<file path="src/hdl/tfa_params.svh">
// Constants for the timer fault input and wide register access block.
`ifndef TFA_PARAMS_SVH
`define TFA_PARAMS_SVH
`define TFA_ADDR_W        6
`define TFA_ADDR_CTRL_A   6'h30
`define TFA_ADDR_CTRL_D   6'h26
`define TFA_ADDR_HIGH     6'h25
`define TFA_ADDR_COUNT    6'h2E
`define TFA_ADDR_CMP_A    6'h2D
`define TFA_ADDR_CMP_B    6'h2C
`define TFA_ADDR_CMP_C    6'h2B
`define TFA_ADDR_CMP_D    6'h2A
`define TFA_CTRL_A_RST    8'h00
`define TFA_CTRL_D_RST    8'h00
`define TFA_CTRL_A_RDMASK 8'hF3
`define TFA_FLAG_BIT      2
`define TFA_FILT_TAPS     4
`endif

</file>
<file path="src/hdl/tfa_pkg.sv">
// Types shared by the timer fault input and wide register access block.
package tfa_pkg;
   typedef struct packed {
      logic [1:0] out_mode_a;
      logic [1:0] out_mode_b;
      logic       force_match_a;
      logic       force_match_b;
      logic       pwm_en_a;
      logic       pwm_en_b;
   } tfa_ctrl_a_t;
   typedef struct packed {
      logic fault_irq_enable;
      logic fault_enable;
      logic fault_noise_filter_en;
      logic fault_edge_rise;
      logic fault_src_select;
      logic fault_flag;
      logic [1:0] spare;
   } tfa_ctrl_d_t;
   typedef struct packed {
      logic       addr_unused;
      logic [5:0] addr;
      logic       wr;
      logic       rd;
      logic [7:0] wdata;
   } tfa_bus_t;
   typedef logic [9:0] tfa_word_t;
   typedef tfa_word_t [3:0] tfa_cmp_t;
endpackage

</file>
<file path="src/hdl/tfa_top.sv">
// Fault trigger input path and ten-bit register access for the PWM timer.
`timescale 1ns/1ns
`include "tfa_params.svh"
module tfa_top (
   // Clock, reset and enable.
   input  wire  logic                ref_clk,
   input  wire  logic                resetn,
   input  wire  logic                clk_en,
   // Processor I/O bus.
   input  wire  tfa_pkg::tfa_bus_t   io_bus,
   output logic [7:0]                io_rdata,
   // Fault inputs.
   input  wire  logic                fault_ext_pin,
   input  wire  logic                comparator_out,
   input  wire  logic                port_drive_en,
   input  wire  logic                port_out,
   // Timer side.
   input  wire  tfa_pkg::tfa_word_t  count_live,
   output logic                      count_load,
   output tfa_pkg::tfa_word_t        count_load_val,
   output tfa_pkg::tfa_cmp_t         compare_values,
   output tfa_pkg::tfa_ctrl_a_t      timer_ctrl_a,
   output tfa_pkg::tfa_ctrl_d_t      timer_ctrl_d,
   output logic                      fault_irq
);
   import tfa_pkg::*;

   // ************************************************************
   // Input sampling, noise filter and edge detector.
   // ************************************************************
   logic [2:0] pin_sh;
   logic [2:0] cmp_sh;
   logic       pin_val;
   logic       cmp_val;
   logic [2:0] hist;
   logic       filt;
   logic       det_prev;
   logic [2:0] next_pin_sh;
   logic [2:0] next_cmp_sh;
   logic       next_pin_val;
   logic       next_cmp_val;
   logic [2:0] next_hist;
   logic       next_filt;
   logic       next_det_prev;
   logic       src_raw;
   logic [3:0] window;
   logic       det_in;
   logic       hit;

   always_comb begin
      next_pin_sh = {pin_sh[1:0], fault_ext_pin};
      next_cmp_sh = {cmp_sh[1:0], comparator_out};
      // A change counts once the second and third stages agree.
      next_pin_val = (pin_sh[2] == pin_sh[1]) ? pin_sh[2] : pin_val;
      next_cmp_val = (cmp_sh[2] == cmp_sh[1]) ? cmp_sh[2] : cmp_val;
      // The port output bit already lives on this clock, so it skips the sampler.
      if (timer_ctrl_d.fault_src_select) begin
         src_raw = cmp_val;
      end else if (port_drive_en) begin
         src_raw = port_out;
      end else begin
         src_raw = pin_val;
      end
      window = {hist, src_raw};
      next_hist = window[2:0];
      if (window == 4'hF) begin
         next_filt = 1'b1;
      end else if (window == 4'h0) begin
         next_filt = 1'b0;
      end else begin
         next_filt = filt;
      end
      det_in = timer_ctrl_d.fault_noise_filter_en ? filt : src_raw;
      next_det_prev = det_in;
      hit = timer_ctrl_d.fault_edge_rise ? (det_in & ~det_prev)
                                         : (~det_in & det_prev);
   end

   always_ff @(posedge ref_clk) begin
      if (!resetn) begin
         pin_sh   <= 3'h0;
         cmp_sh   <= 3'h0;
         pin_val  <= 1'b0;
         cmp_val  <= 1'b0;
         hist     <= 3'h0;
         filt     <= 1'b0;
         det_prev <= 1'b0;
      end else if (clk_en) begin
         pin_sh   <= next_pin_sh;
         cmp_sh   <= next_cmp_sh;
         pin_val  <= next_pin_val;
         cmp_val  <= next_cmp_val;
         hist     <= next_hist;
         filt     <= next_filt;
         det_prev <= next_det_prev;
      end
   end

   // ************************************************************
   // Register file, ten-bit access and fault entry.
   // ************************************************************
   logic [1:0]  high;
   logic [1:0]  next_high;
   logic [7:0]  next_rdata;
   logic        next_count_load;
   tfa_word_t   next_count_val;
   tfa_cmp_t    next_cmp;
   tfa_ctrl_a_t next_ctrl_a;
   tfa_ctrl_d_t next_ctrl_d;
   logic        next_irq;
   logic        wr;
   logic        rd;
   logic        cmp_hit;
   logic [1:0]  cmp_idx;

   // Maps a compare low-byte address to its index.
   function automatic logic [2:0] cmp_decode(input logic [5:0] a);
      unique case (a)
         `TFA_ADDR_CMP_A: cmp_decode = 3'h4;
         `TFA_ADDR_CMP_B: cmp_decode = 3'h5;
         `TFA_ADDR_CMP_C: cmp_decode = 3'h6;
         `TFA_ADDR_CMP_D: cmp_decode = 3'h7;
         default:         cmp_decode = 3'h0;
      endcase
   endfunction

   always_comb begin
      wr = io_bus.wr;
      rd = io_bus.rd;
      {cmp_hit, cmp_idx} = cmp_decode(io_bus.addr);
      next_high = high;
      next_rdata = 8'h00;
      next_count_load = 1'b0;
      next_count_val = count_load_val;
      next_cmp = compare_values;
      next_ctrl_a = timer_ctrl_a;
      next_ctrl_a.force_match_a = 1'b0;
      next_ctrl_a.force_match_b = 1'b0;
      next_ctrl_d = timer_ctrl_d;
      next_irq = 1'b0;
      if (rd) begin
         if (io_bus.addr == `TFA_ADDR_CTRL_A) begin
            next_rdata = timer_ctrl_a & `TFA_CTRL_A_RDMASK;
         end else if (io_bus.addr == `TFA_ADDR_CTRL_D) begin
            next_rdata = timer_ctrl_d;
         end else if (io_bus.addr == `TFA_ADDR_HIGH) begin
            next_rdata = {6'h00, high};
         end else if (io_bus.addr == `TFA_ADDR_COUNT) begin
            next_rdata = count_live[7:0];
            next_high = count_live[9:8];
         end else if (cmp_hit) begin
            next_rdata = compare_values[cmp_idx][7:0];
            next_high = compare_values[cmp_idx][9:8];
         end
      end
      if (wr) begin
         if (io_bus.addr == `TFA_ADDR_CTRL_A) begin
            next_ctrl_a = io_bus.wdata;
         end else if (io_bus.addr == `TFA_ADDR_CTRL_D) begin
            next_ctrl_d = io_bus.wdata;
            next_ctrl_d.fault_flag = timer_ctrl_d.fault_flag
                                     & ~io_bus.wdata[`TFA_FLAG_BIT];
            next_ctrl_d.spare = 2'h0;
         end else if (io_bus.addr == `TFA_ADDR_HIGH) begin
            next_high = io_bus.wdata[1:0];
         end else if (io_bus.addr == `TFA_ADDR_COUNT) begin
            next_count_load = 1'b1;
            next_count_val = {high, io_bus.wdata};
         end else if (cmp_hit) begin
            next_cmp[cmp_idx] = {high, io_bus.wdata};
         end
      end
      // A detected edge sets the flag even during a clearing write.
      if (hit) begin
         next_ctrl_d.fault_flag = 1'b1;
      end
      if (hit && timer_ctrl_d.fault_enable) begin
         next_ctrl_a.out_mode_a = 2'h0;
         next_ctrl_a.out_mode_b = 2'h0;
         next_ctrl_d.fault_enable = 1'b0;
         next_irq = timer_ctrl_d.fault_irq_enable;
      end
   end

   always_ff @(posedge ref_clk) begin
      if (!resetn) begin
         high           <= 2'h0;
         io_rdata       <= 8'h00;
         count_load     <= 1'b0;
         count_load_val <= 10'h000;
         compare_values <= '0;
         timer_ctrl_a   <= `TFA_CTRL_A_RST;
         timer_ctrl_d   <= `TFA_CTRL_D_RST;
         fault_irq      <= 1'b0;
      end else if (clk_en) begin
         high           <= next_high;
         io_rdata       <= next_rdata;
         count_load     <= next_count_load;
         count_load_val <= next_count_val;
         compare_values <= next_cmp;
         timer_ctrl_a   <= next_ctrl_a;
         timer_ctrl_d   <= next_ctrl_d;
         fault_irq      <= next_irq;
      end
   end
endmodule // tfa_top

</file>
<file path="config.mk">
export PLATFORM = sky130hd
export DESIGN_NAME = tfa_top
export DESIGN_NICKNAME = d
export VERILOG_FILES = /design/src/hdl/tfa_pkg.sv /design/src/hdl/tfa_top.sv
export VERILOG_INCLUDE_DIRS = /design/src /design/src/hdl
export SDC_FILE = /design/constraint.sdc
export NUM_CORES = 1
export LEC_CHECK = 0
export BUFFER_PORTS_ARGS = -buffer_cell sky130_fd_sc_hd__buf_2
export CAP_MARGIN = 10
export CORE_MARGIN = 5
export CORE_UTILIZATION = 56
export DETAILED_ROUTE_END_ITERATION = 10
export GPL_TIMING_DRIVEN = 0
export PLACE_DENSITY_LB_ADDON = 0.15
export SYNTH_ARGS = -nofsm -noshare
export SYNTH_HDL_FRONTEND = slang
export SYNTH_SLANG_ARGS = --single-unit
</file>
<file path="constraint.sdc">
create_clock -name ref_clk -period 3.2 [get_ports ref_clk]
set_clock_uncertainty 0.2 [all_clocks]
set_input_delay 0.8 -clock ref_clk [delete_from_list [all_inputs] [get_ports ref_clk]]
set_output_delay 0.8 -clock ref_clk [all_outputs]
set_load 0.05 [all_outputs]
</file>
# == Word level (Yosys, flattened, before mapping) ==
# Index checks and enable logic that the tools add are counted.
# totals
reg_bits,89
latchBits,0
ram_bits,0
romBits,0
inputBits,34
out_inout_bits,76
elab_cells,114
n_memories,0
# classes
n_addsub,0
n_mul,0
div,0
n_lt_le_gt_ge,2
n_eq_ne,13
n_shift,0
n_mux,42
bitwise_logic,10
n_reduce_logical,19
# op_table
operator,count
8-bit two-way mux,8
6-bit equality test (second input constant),8
40-bit bitwise mux,1
7-bit two-way mux,3
10-bit binary-select mux with 2-bit select,1
10-bit demux with 2-bit select,1
10-bit two-way mux,2
2-bit two-way mux,10
1-bit two-way mux,14
3-bit one-hot mux with 4 select lines,1
4-bit AND reduction,3
2-bit nonzero test,6
1-bit NOT,7
7-bit AND reduction,1
2-bit AND reduction,3
3-bit AND reduction,2
6-bit AND reduction,1
4-bit equality test (second input constant),1
4-bit logical NOT,1
4-bit two-way mux,1
1-bit bitwise AND,3
2-bit by 3-bit < comparator with 1-bit output (second input constant),1
1-bit equality test,2
2-bit by 1-bit greater-or-equal comparator with 1-bit output (second input constant),1
3 further kinds,4

# == Logic depth before layout (Yosys ltp) ==
# Gate-level depths: netlist (run 1).
# depth
ltp_word,14
mapped_depth,9

# == Worst setup path before layout (run 1) ==
# OpenSTA, ideal clock, no wires.
# synth_timing
kind,input to register
from,input port io_bus[12] (netlist name)
to,register high[1]
setup_time_ns,0.134
t_arrival_ns,2.143
t_required_ns,2.866
slack_ns,0.724
path_stages,7
cell_sequence,buf_2 and4b_1 and2_1 buf_6 a221o_1 a222oi_1 o22ai_1
# synth_between
elab_chain_cells,14
# synth_lines
element,line_no,source
start: declaration,tfa_top.sv:10,"input wire tfa_pkg::tfa_bus_t io_bus,"
6-bit equality test,tfa_top.sv:118,unique case (a)
3-bit one-hot mux with 4 select lines,tfa_top.sv:118,
10-bit binary-select mux with 2-bit select,tfa_top.sv:153,next_high = compare_values[cmp_idx][9:8];
10-bit two-way mux (implied by the code),tfa_top.sv:153,
2-bit two-way mux,tfa_top.sv:151,end else if (cmp_hit) begin
2-bit two-way mux,tfa_top.sv:148,end else if (io_bus.addr == `TFA_ADDR_COUNT) begin
2-bit two-way mux,tfa_top.sv:146,end else if (io_bus.addr == `TFA_ADDR_HIGH) begin
2-bit two-way mux,tfa_top.sv:144,end else if (io_bus.addr == `TFA_ADDR_CTRL_D) begin
2-bit two-way mux,tfa_top.sv:142,if (io_bus.addr == `TFA_ADDR_CTRL_A) begin
2-bit two-way mux,tfa_top.sv:141,if (rd) begin
2-bit two-way mux,tfa_top.sv:164,end else if (io_bus.addr == `TFA_ADDR_HIGH) begin
2-bit two-way mux,tfa_top.sv:159,end else if (io_bus.addr == `TFA_ADDR_CTRL_D) begin
2-bit two-way mux,tfa_top.sv:157,if (io_bus.addr == `TFA_ADDR_CTRL_A) begin
2-bit two-way mux (*),tfa_top.sv:156,if (wr) begin
end signal: assignment,tfa_top.sv:196,high <= next_high;
end: declaration,tfa_top.sv:102,logic [1:0] high;
# Every way passes the cells marked *; elsewhere a longest branch is shown, timed or not. The select of a mux whose other input is x is not followed.
# A chain may end at the register's enable or synchronous reset.

# == Worst setup path after layout (run 1) ==
# layout_timing
from,input port io_bus[10] (netlist name)
to,register count_load_val[9]
# layout_between
elab_chain_cells,3
# layout_lines
element,line_no,source
6-bit equality test (no line),--,
1-bit NOT (no line),--,
6-bit AND reduction (no line) (*),--,
end signal: assignment,tfa_top.sv:199,count_load_val <= next_count_val;
end: declaration,tfa_top.sv:20,"output tfa_pkg::tfa_word_t count_load_val,"
# Every way passes the cells marked *; elsewhere a longest branch is shown, timed or not.

==> results.rst, run 1 <==
.. list-table::
   :header-rows: 1

   * - Metric
     - Value
   * - Status
     - complete, no violations
   * - Class of the most critical hold timing path
     - register to register
   * - Pins over their slew limit
     - 0
   * - Critical path type
     - input pin to register
   * - Iteration-0 DRC count of the detailed router
     - 310
   * - Core Footprint
     - 7180 sq um
   * - Highest Clock Rate
     - 0.352 GHz
   * - Via count of the first global-routing pass
     - roughly 3700
   * - Worst path arrival time
     - 2.87 ns
   * - Number of sinks on the clock net
     - just under 90
   * - Number of antenna violations at the first check in global routing
     - 0
   * - Req. time, crit path
     - 3.23 ns
   * - Maximum clock path buffer count
     - 2
   * - Internal reg-to-reg setup slack
     - 1.15 ns
   * - Share of flip-flops with an asynchronous set or reset
     - 0%
   * - Multi-input combinational cell area
     - 2100 sq um
   * - Simple-Gate Fraction of Synth Area
     - 19.9%
   * - Synth Register Bits
     - 89
   * - Hold violation count in the final report
     - 0
   * - Filler instances
     - 641
   * - Global-route wire length before repair
     - 19400 um
   * - Final RePlAce weighted congestion
     - 0.921
   * - Antenna-violating nets left
     - 0
   * - Number of hold buffers added after cts
     - 0
   * - Initial core utilization
     - between 50% and 60%
   * - Via density
     - 5.90
   * - Compound-gate portion of the synthesized area
     - 16.8%
   * - Vias
     - approximately 3900
   * - Post-synth top flop
     - dfxtp_1
   * - Setup TNS Final
     - 0 ns
   * - Quantity of I/O buffers inserted on ports
     - approximately 100
   * - Storage cell area
     - 1780 sq um
   * - TritonCTS Buffers
     - 9
   * - EDFF count, synth
     - 0
   * - Non-filler instance count after layout
     - 654
   * - Setup crit end kind
     - register
   * - Synth-to-layout area growth
     - 20.1%
   * - Routed wire length per instance
     - 19.1 um
   * - Slowest cell delay on critical path
     - 0.40 ns
   * - Min Tclk post-route
     - 2.84 ns
   * - CP cell instances
     - buf_2 > buf_2 > nand4bb_4 > nor2_1 > buf_2 > nand3_1 > clkbuf_1 > nand2_1 > a21oi_1
   * - Relative max-transition margin
     - 56.4%
   * - Maximum number of pins on one net before global-route repair
     - 16
   * - CTS tree
     - built
   * - IR Drop Worst-Case VDD
     - 0.000260 V
   * - Final nets
     - 584
   * - Clk_lat worst skew
     - 0.37 ns
   * - Drt total wl
     - 12500 um
   * - Synth Area in Adders
     - 0%
   * - Mux cell area share after synthesis
     - 14.6%
   * - Fraction of final layout cells with drive strength greater than 1
     - 25.6%
   * - Worst path buffer plus inverter count
     - 4
   * - Residual DRC count
     - 0
   * - Count of max-cap constraint violations
     - 0
   * - DIE WIDTH
     - 95.3 um
   * - Iteration count of the initial detailed-routing pass
     - 5
   * - RSZ-0062 raised after global routing
     - no
   * - Floorplan die area
     - 9080 sq um
   * - Top-Level Pins
     - 110
   * - Mean cell area of the mapped netlist
     - 9.34 sq um
   * - Inserted Diodes
     - 0
   * - Max FO, Critical Path
     - 10
   * - Root Buffer Master
     - clkbuf_8
   * - Placed wire-length estimate after detailed placement
     - about 9000 um
   * - Tot GR Track Use
     - 28.4%
   * - Maximum level of the CTS H-tree
     - 3
   * - Total setup buffers inserted after CTS
     - 0
   * - Pwr per Cell Area
     - 409 nW/um^2
   * - XOR/XNOR share of the synthesized area
     - 0.215%
   * - Most common library cell in the layout ignoring fill and taps
     - buf_2
   * - Share of the yosys chip area belonging to registers
     - 43.7%
   * - Top library cells by usage in the layout, fill and taps aside
     - 112 x buf_2, 89 x dfxtp_1, 57 x mux2i_1, 49 x nor2_1, 34 x nor2b_1
   * - Number of distinct library cells after synthesis
     - 57
   * - Standby leakage power
     - about 0.0023 uW
   * - # resized after CTS
     - 0
   * - Dominant combinational cell family by area after synthesis
     - simple AND/OR/NAND/NOR gates
   * - Synthesis Warnings
     - 0
   * - Total setup violations reported at the end of the flow
     - 0
   * - Row count
     - 31
   * - Clk pin slew, worst setup/hold paths
     - 0.09 ns
   * - Slowest cell on the critical path
     - nor2_1
   * - Kind of cell adding the most delay to the critical path
     - simple AND/OR/NAND/NOR gates
   * - Cell total after placement
     - 638
   * - Most repeated library cell on the critical path
     - buf_2
   * - Gate count after technology mapping
     - 436
   * - Netlist Area Pre-Place
     - 4070 sq um
   * - Biggest area consumer among synthesized cells
     - dfxtp_1
   * - Startpoint type of the worst setup path
     - input pin
   * - Pin slew with the least headroom to its limit
     - about 0.65 ns
   * - Period utilization
     - 88.7%
   * - Final global-route overflow total
     - 0
   * - Share of the synthesized area in the top cell type
     - a little over two fifths
   * - Vertical die dimension
     - 95.3 um
   * - Leading cell types by total area after synthesis
     - dfxtp_1 44%, mux2i_1 14%, nor2b_1 5.2%
[cells in the mapped netlist, drive strengths merged (2+ instances only)]
master / number
nand2b: 5
mux2i: 57
a222oi: 3
nand2: 33
a221oi: 8
a211oi: 2
nor2: 50
inv: 3
nand4: 4
nor2b: 34
nor3: 2
o2111ai: 2
a32oi: 2
a22o: 11
a22oi: 3
mux2: 2
and3: 3
o22ai: 2
and2: 5
o21ai: 18
a21oi: 19
a221o: 11
nor4: 2
clkbuf: 16
and3b: 2
buf: 19
and4: 3
nand3: 4
nor3b: 2
a21o: 2
dfxtp: 89
[worst min-delay path, delay by kind of cell, from the launching register on]
kind	cells	cell delay, ns
and+or+nand+nor	1	0.05
DFF	1	0.32
AOI/OAI and AO/OA	1	0.05
[metrics by stage]
step | total power (uW) | setup slack [ns] | util, % | hold WS (ns) | area, sq um
floorplan | 1240 | 0.724 | - | 0.244 | 4080
global placement | 1300 | 0.0295 | 65.7 | 0.241 | 4710
detailed placement | 1300 | 0.0456 | 65.7 | 0.246 | 4710
CTS | 2000 | 0.425 | 68.2 | 0.260 | 4890
global route | 2070 | 0.267 | 68.2 | 0.292 | 4890
finish | 2000 | 0.361 | 68.2 | 0.261 | 4890
[power by group]
| group | internal, uW | switching (uW) | total, uW |
|---|---|---|---|
| registers | 1110 | 6.29 | 1120 |
| clock network | 308 | 416 | 723 |
| logic | 53.2 | 106 | 159 |
[flip-flops by register name, indices dropped and copies added, names as in the netlist]
signal          flops
pin_val             1
high                2
cmp_val             1
compare_values     40
count_load          1
det_prev            1
timer_ctrl_d        6
hist                3
cmp_sh              3
io_rdata            8
count_load_val     10
filt                1
timer_ctrl_a        8
fault_irq           1
pin_sh              3
[path summary, 6_finish.rpt]
kind,cells past startpoint,to,startpoint
setup / recovery,9,count_load_val[9],io_bus[10]
hold / removal,2,count_load_val[7],count_load_val[7]
setup reg to reg,6,timer_ctrl_a[4],pin_val
hold reg to reg,2,count_load_val[7],count_load_val[7]
[kinds of logic after synthesis]
| family | Yosys count |
|---|---|
| flops | 89 |
| buf+inv | 39 |
| mux | 59 |
| compound gates | 93 |
| xor+xnor | 1 |
| other cells | 1 |
| simple gates | 154 |
[layout make-up]
type | count | share of cell area (%)
Multi-Input combinational cell | 309 | 43.0
Timing Repair Buffer | 102 | 10.4
Sequential cell | 89 | 36.4
Inverter | 4 | 0.307
Clock inverter | 5 | 0.818
Clock buffer | 11 | 2.89
Buffer | 35 | 3.63
Tap cell | 99 | 2.53
[layer usage]
| metal | share of wire (%) | vias to the layer above | track usage, % | wire, um |
|---|---|---|---|---|
| li1 | - | 1791 | - | - |
| met1 | 43 | 1833 | 37.6 | 5320 |
| met2 | 46 | 198 | 44.2 | 5700 |
| met3 | 9.0 | 34 | 6.31 | 1130 |
| met4 | 2.8 | 0 | 13.2 | 352 |
| met5 | 0 | - | 0 | 0 |
Power figures use the tool's default switching activity.
==> run 2, diff against run 1 <==
--- a/config.mk
+++ b/config.mk
@@ -9,10 +9,12 @@
 export BUFFER_PORTS_ARGS = -buffer_cell sky130_fd_sc_hd__buf_2
 export CAP_MARGIN = 10
 export CORE_MARGIN = 5
-export CORE_UTILIZATION = 56
+export CORE_UTILIZATION = 25
 export DETAILED_ROUTE_END_ITERATION = 10
 export GPL_TIMING_DRIVEN = 0
 export PLACE_DENSITY_LB_ADDON = 0.15
+export REMOVE_ABC_BUFFERS = 1
+export SLEW_MARGIN = 5
 export SYNTH_ARGS = -nofsm -noshare
 export SYNTH_HDL_FRONTEND = slang
 export SYNTH_SLANG_ARGS = --single-unit
==> results.rst, run 2 (synthesis results as in run 1) <==
.. list-table::
   :header-rows: 1

   * - Metric
     - Value
   * - Relative max-transition margin
     - between 40% and 50%
   * - Top library cells by usage in the layout, fill and taps aside
     - 106 x buf_2, 89 x dfxtp_1, 57 x mux2i_1, 48 x nor2_1, 34 x nor2b_1
   * - Row count
     - 46
   * - Status
     - complete, no violations
   * - Clk_lat worst skew
     - 0.35 ns
   * - Pin slew with the least headroom to its limit
     - 0.817 ns
   * - Global-route wire length before repair
     - 20900 um
   * - Maximum clock path buffer count
     - 2
   * - Drt total wl
     - 14100 um
   * - Hold violation count in the final report
     - 0
   * - Tot GR Track Use
     - 14.9%
   * - Final Power
     - 2320 uW
   * - Reg power frac
     - 48.3%
   * - Internal power of the cells
     - 1760 uW
   * - IR Drop Worst-Case VDD
     - ~0.00023 V
   * - Maximum level of the CTS H-tree
     - 3
   * - Flip-flop count of the largest register after layout
     - 40
   * - Standby leakage power
     - roughly 0.0022 uW
   * - Residual DRC count
     - 0
   * - Setup crit end kind
     - register
   * - Pins over their slew limit
     - 0
   * - Pwr per Cell Area
     - 461 nW/um^2
   * - Class of the most critical hold timing path
     - register to register
   * - Clk pin slew, worst setup/hold paths
     - 0.06 ns
   * - Top-Level Pins
     - 110
   * - Sw Share
     - 24.0%
   * - Antenna-violating nets left
     - 0
   * - Final RePlAce weighted congestion
     - 0.775
   * - Max FO, Critical Path
     - 11
   * - Quantity of I/O buffers inserted on ports
     - 106
   * - CTS tree
     - built
   * - Placed inst area
     - 4720 sq um
   * - Post-route cell area
     - 5030 sq um
   * - Iteration count of the initial detailed-routing pass
     - 4
   * - Power spent charging and discharging nets
     - 557 uW
   * - Share of total power in combinational logic
     - 6.6%
   * - DIE WIDTH
     - approximately 140 um
   * - Vertical die dimension
     - 138 um
   * - Total setup violations reported at the end of the flow
     - 0
   * - Number of sinks on the clock net
     - just under 90
   * - Via density
     - 4.74
   * - Routed wire length per instance
     - 19.0 um
   * - Portion of total power attributed to the clock network
     - 45.1%
   * - TritonCTS Buffers
     - 9
   * - Final nets
     - 557
   * - Reg with most FFs
     - compare_values
   * - RSZ-0062 raised after global routing
     - no
   * - Placed wire-length estimate after detailed placement
     - between 10000 and 15000 um
   * - Number of antenna violations at the first check in global routing
     - 0
   * - Period utilization
     - 90.9%
   * - Filler instances
     - 1702
   * - Fraction of final layout cells with drive strength greater than 1
     - 25.6%
   * - Iteration-0 DRC count of the detailed router
     - 216
   * - Most common library cell in the layout ignoring fill and taps
     - buf_2
   * - Req. time, crit path
     - 3.22 ns
   * - Vias
     - 3525
   * - Min Tclk post-route
     - 2.91 ns
   * - Floorplan die area
     - 18900 sq um
   * - Layout Utilization
     - about a third
   * - Critical path type
     - input pin to register
   * - Root Buffer Master
     - clkbuf_16
   * - Worst path arrival time
     - 2.93 ns
   * - Count of max-cap constraint violations
     - 0
   * - Synth-to-layout area growth
     - 23.4%
   * - Initial core utilization
     - 25.6%
   * - Core Footprint
     - 15900 sq um
   * - Via count of the first global-routing pass
     - 3526
   * - Number of hold buffers added after cts
     - 0
   * - Maximum number of pins on one net before global-route repair
     - 53
   * - Inserted Diodes
     - 0
   * - Highest Clock Rate
     - ~0.34 GHz
   * - Final global-route overflow total
     - 0
   * - Startpoint type of the worst setup path
     - input pin
   * - Leading registers by flop count
     - compare_values x40, count_load_val x10
-- run 2: final timing paths --
path                     startpoint  cells after the start  slack [ns]                 end
setup / recovery         io_bus[11]                      6        0.29  compare_values[19]
hold reg to reg   count_load_val[5]                      2        0.25   count_load_val[5]
hold / removal    count_load_val[5]                      2        0.25   count_load_val[5]
setup reg to reg            pin_val                      6        1.06     timer_ctrl_a[5]
-- run 2: power by group through the flow --
stage	sequential [uW]	combinational, uW	clock, uW
finish	1120	153	1050
global route	1120	165	1130
CTS	1120	154	1080
detailed placement	1150	153	0
global placement	1140	151	0
floorplan	1150	62.8	0
-- run 2: per-layer routing --
layer  share of wire (%)  track usage [%]
met1                  45             19.2
met2                  47             23.6
met3                 6.6             4.38
met4                 1.8             5.60
met5                   0                0
-- run 2: repair_timing --
action                                  in CTS  in global routing
buffers inserted                             2                  1
resized for setup                            0                  2
endpoints found under the setup margin       3                 18
pin swaps                                    1                  1
-- run 2: layout make-up --
cell class	instances	area, sq um	area share [%]
Inverter	4	17.5	0.348
Clock inverter	5	56.3	1.12
Clock buffer	10	229	4.55
Multi-Input combinational cell	309	2110	42.0
Tap cell	216	270	5.38
Sequential cell	89	1780	35.4
Timing Repair Buffer	110	561	11.1
-- run 2: metrics by stage --
stage	worst slack, ns	instances	hold slack [ns]	TNS, ns
after global routing	0.107	743	0.271	0
final	0.290	743	0.253	0
after global placement	-1.62	724	0.244	-57.59
after floorplan	0.0000806	402	0.244	0
after detailed placement	-0.375	725	0.247	-12.26
after CTS	0.0492	742	0.256	0
-- run 2: critical path, cell delays in order --
cell	delay, ns
buf_2	0.22
and2b_1	0.27
o21a_1	0.46
nand4_1	0.72
a21oi_1	0.38
nor2_1	0.05
==> run 3, diff against run 2 <==
--- a/config.mk
+++ b/config.mk
@@ -6,6 +6,7 @@
 export SDC_FILE = /design/constraint.sdc
 export NUM_CORES = 1
 export LEC_CHECK = 0
+export ABC_AREA = 1
 export BUFFER_PORTS_ARGS = -buffer_cell sky130_fd_sc_hd__buf_2
 export CAP_MARGIN = 10
 export CORE_MARGIN = 5
==> results.rst, run 3 <==
.. list-table::
   :header-rows: 1

   * - Metric
     - Value
   * - Total setup buffers inserted after CTS
     - 0
   * - Mean cell area of the mapped netlist
     - ~7.1 sq um
   * - Netlist Area Pre-Place
     - 4060 sq um
   * - Worst path arrival time
     - 2.97 ns
   * - Initial core utilization
     - 25.5%
   * - Critical path type
     - input pin to register
   * - Placed wire-length estimate after detailed placement
     - 10700 um
   * - TritonCTS Buffers
     - 9
   * - Number of distinct library cells after synthesis
     - 33
   * - CTS tree
     - built
   * - Drt total wl
     - 14700 um
   * - Min Tclk post-route
     - 2.89 ns
   * - Power spent charging and discharging nets
     - 587 uW
   * - Vias
     - approximately 4100
   * - Clk pin slew, worst setup/hold paths
     - 0.06 ns
   * - Top library cells by usage in the layout, fill and taps aside
     - 118 x nand2_1, 106 x buf_2, 89 x dfxtp_1, 74 x o21ai_0, 67 x a21oi_1
   * - Core Footprint
     - 15900 sq um
   * - Share of the yosys chip area belonging to registers
     - 43.8%
   * - Setup slack after layout
     - 0.312 ns
   * - Final nets
     - 698
   * - Global-route wire length before repair
     - 22100 um
   * - Count of max-cap constraint violations
     - 0
   * - Leading registers by flop count
     - compare_values x40, count_load_val x10
   * - Pwr per Cell Area
     - 489 nW/um^2
   * - Via count of the first global-routing pass
     - about 3900
   * - Class of the most critical hold timing path
     - register to register
   * - Pre-CTS WS
     - -0.0388 ns
   * - Most common cell in the netlist
     - nand2_1
   * - Highest Clock Rate
     - 0.346 GHz
   * - Gate count after technology mapping
     - around 570
   * - Status
     - complete, no violations
   * - Synth-to-layout area growth
     - 24.5%
   * - Synth Register Bits
     - 89
   * - Setup crit end kind
     - register
   * - Sw Share
     - approximately a quarter
   * - Pins over their slew limit
     - 0
   * - Number of sinks on the clock net
     - between 80 and 90
   * - Reg power frac
     - 45.6%
   * - Req. time, crit path
     - 3.28 ns
   * - Startpoint type of the worst setup path
     - input pin
   * - Floorplan die area
     - about 19000 sq um
   * - Flip-flop count of the largest register after layout
     - 40
   * - Number of antenna violations at the first check in global routing
     - 0
   * - Residual DRC count
     - 0
   * - Inserted Diodes
     - 0
   * - DIE WIDTH
     - roughly 140 um
   * - Internal power of the cells
     - 1890 uW
   * - Relative max-transition margin
     - 21.8%
   * - Vertical die dimension
     - 137 um
   * - Clk_lat worst skew
     - 0.34 ns
   * - Final RePlAce weighted congestion
     - 0.804
   * - Maximum level of the CTS H-tree
     - 3
   * - Row count
     - 46
   * - Quantity of I/O buffers inserted on ports
     - around 110
   * - Synthesis Warnings
     - 0
   * - List of most frequent post-synthesis cells
     - 118 x nand2_1, 89 x dfxtp_1, 74 x o21ai_0
   * - Most common library cell in the layout ignoring fill and taps
     - nand2_1
   * - Portion of total power attributed to the clock network
     - 47.5%
   * - Maximum clock path buffer count
     - 2
   * - Post-synth top flop
     - dfxtp_1
   * - Iteration count of the initial detailed-routing pass
     - 5
   * - Biggest area consumer among synthesized cells
     - dfxtp_1
   * - Reg with most FFs
     - compare_values
   * - Tot GR Track Use
     - 15.5%
   * - Share of flip-flops with an asynchronous set or reset
     - 0%
   * - Total setup violations reported at the end of the flow
     - 0
   * - RSZ-0062 raised after global routing
     - no
   * - Maximum number of pins on one net before global-route repair
     - 62
   * - Routed wire length per instance
     - between 15 and 20 um
   * - Period utilization
     - 90.3%
   * - Final global-route overflow total
     - 0
   * - Fraction of final layout cells with drive strength greater than 1
     - 20.6%
   * - IR Drop Worst-Case VDD
     - 0.000235 V
   * - Via density
     - 4.65
   * - Iteration-0 DRC count of the detailed router
     - 275
   * - Antenna-violating nets left
     - 0
   * - Hold violation count in the final report
     - 0
   * - Leading cell types by total area after synthesis
     - dfxtp_1 44%, nand2_1 11%, o21ai_0 9.1%
   * - Pin slew with the least headroom to its limit
     - 1.17 ns
   * - EDFF count, synth
     - 0
   * - Filler instances
     - 1752
   * - Share of the synthesized area in the top cell type
     - between 40% and 50%
   * - Max FO, Critical Path
     - 61
   * - Standby leakage power
     - 0.00232 uW
   * - # resized after CTS
     - 0
   * - Root Buffer Master
     - clkbuf_16
   * - Layout Utilization
     - 31.7%
   * - Number of hold buffers added after cts
     - 0
   * - Share of total power in combinational logic
     - 6.9%
   * - Top-Level Pins
     - 110
run 3: path summary, 6_finish.rpt:
| check | from | endpoint | slack [ns] | depth (start not counted) |
|---|---|---|---|---|
| worst max register to register | timer_ctrl_d[3] | timer_ctrl_a[6] | 0.88 | 11 |
| worst max-delay path | resetn | det_prev | 0.31 | 5 |
| worst min-delay path | io_rdata[7] | io_rdata[7] | 0.26 | 2 |
| worst min register to register | io_rdata[7] | io_rdata[7] | 0.26 | 2 |
run 3: cell families after synthesis:
kind of cell	after synthesis	synth area share, %
buf+inv	83	9.05
other cells	1	0.0923
simple gates	240	26.8
compound gates	156	20.3
flops	89	43.8
run 3: per-layer routing:
metal / wire (um) / vias to the layer above / track usage (%)
met5: 0 / - / 0
met4: 240 / 0 / 5.49
met1: 6890 / 1899 / 21.1
li1: - / 2082 / -
met3: 887 / 17 / 3.62
met2: 6680 / 118 / 23.9
run 3: layout make-up:
class,count,area (sq um),share of cell area [%]
multi-input combinational,398,1920,37.9
sequential,89,1780,35.2
clock buffer,12,256,5.07
clock inverter,4,75.1,1.48
tap,216,270,5.34
timing repair buffer,106,531,10.5
inverter,60,229,4.52
run 3: metrics by stage:
step           TNS (ns)  power (uW)  instances  area [sq um]  hold WS (ns)
3_5_place_dp    -0.0781        1330        869          4730         0.257
4_1_cts               0        2510        885          5060         0.267
3_3_place_gp          0        1320        869          4730         0.254
6_report              0        2480        885          5060         0.265
2_1_floorplan         0        1240        547          3930         0.244
5_1_grt               0        2560        885          5060         0.284
run 3: critical path, stage by stage:
cell and delay [ns]:
buf_2 0.78, inv_1 0.84, a21oi_1 0.32, o21ai_0 0.12
inv_1 0.07
run 3: power by group through the flow:
stage | logic, uW | registers [uW] | clock network [uW]
after floorplan | 76.5 | 1170 | 0
after global routing | 190 | 1130 | 1240
final | 172 | 1130 | 1180
after global placement | 171 | 1150 | 0
after CTS | 172 | 1130 | 1210
after detailed placement | 172 | 1150 | 0
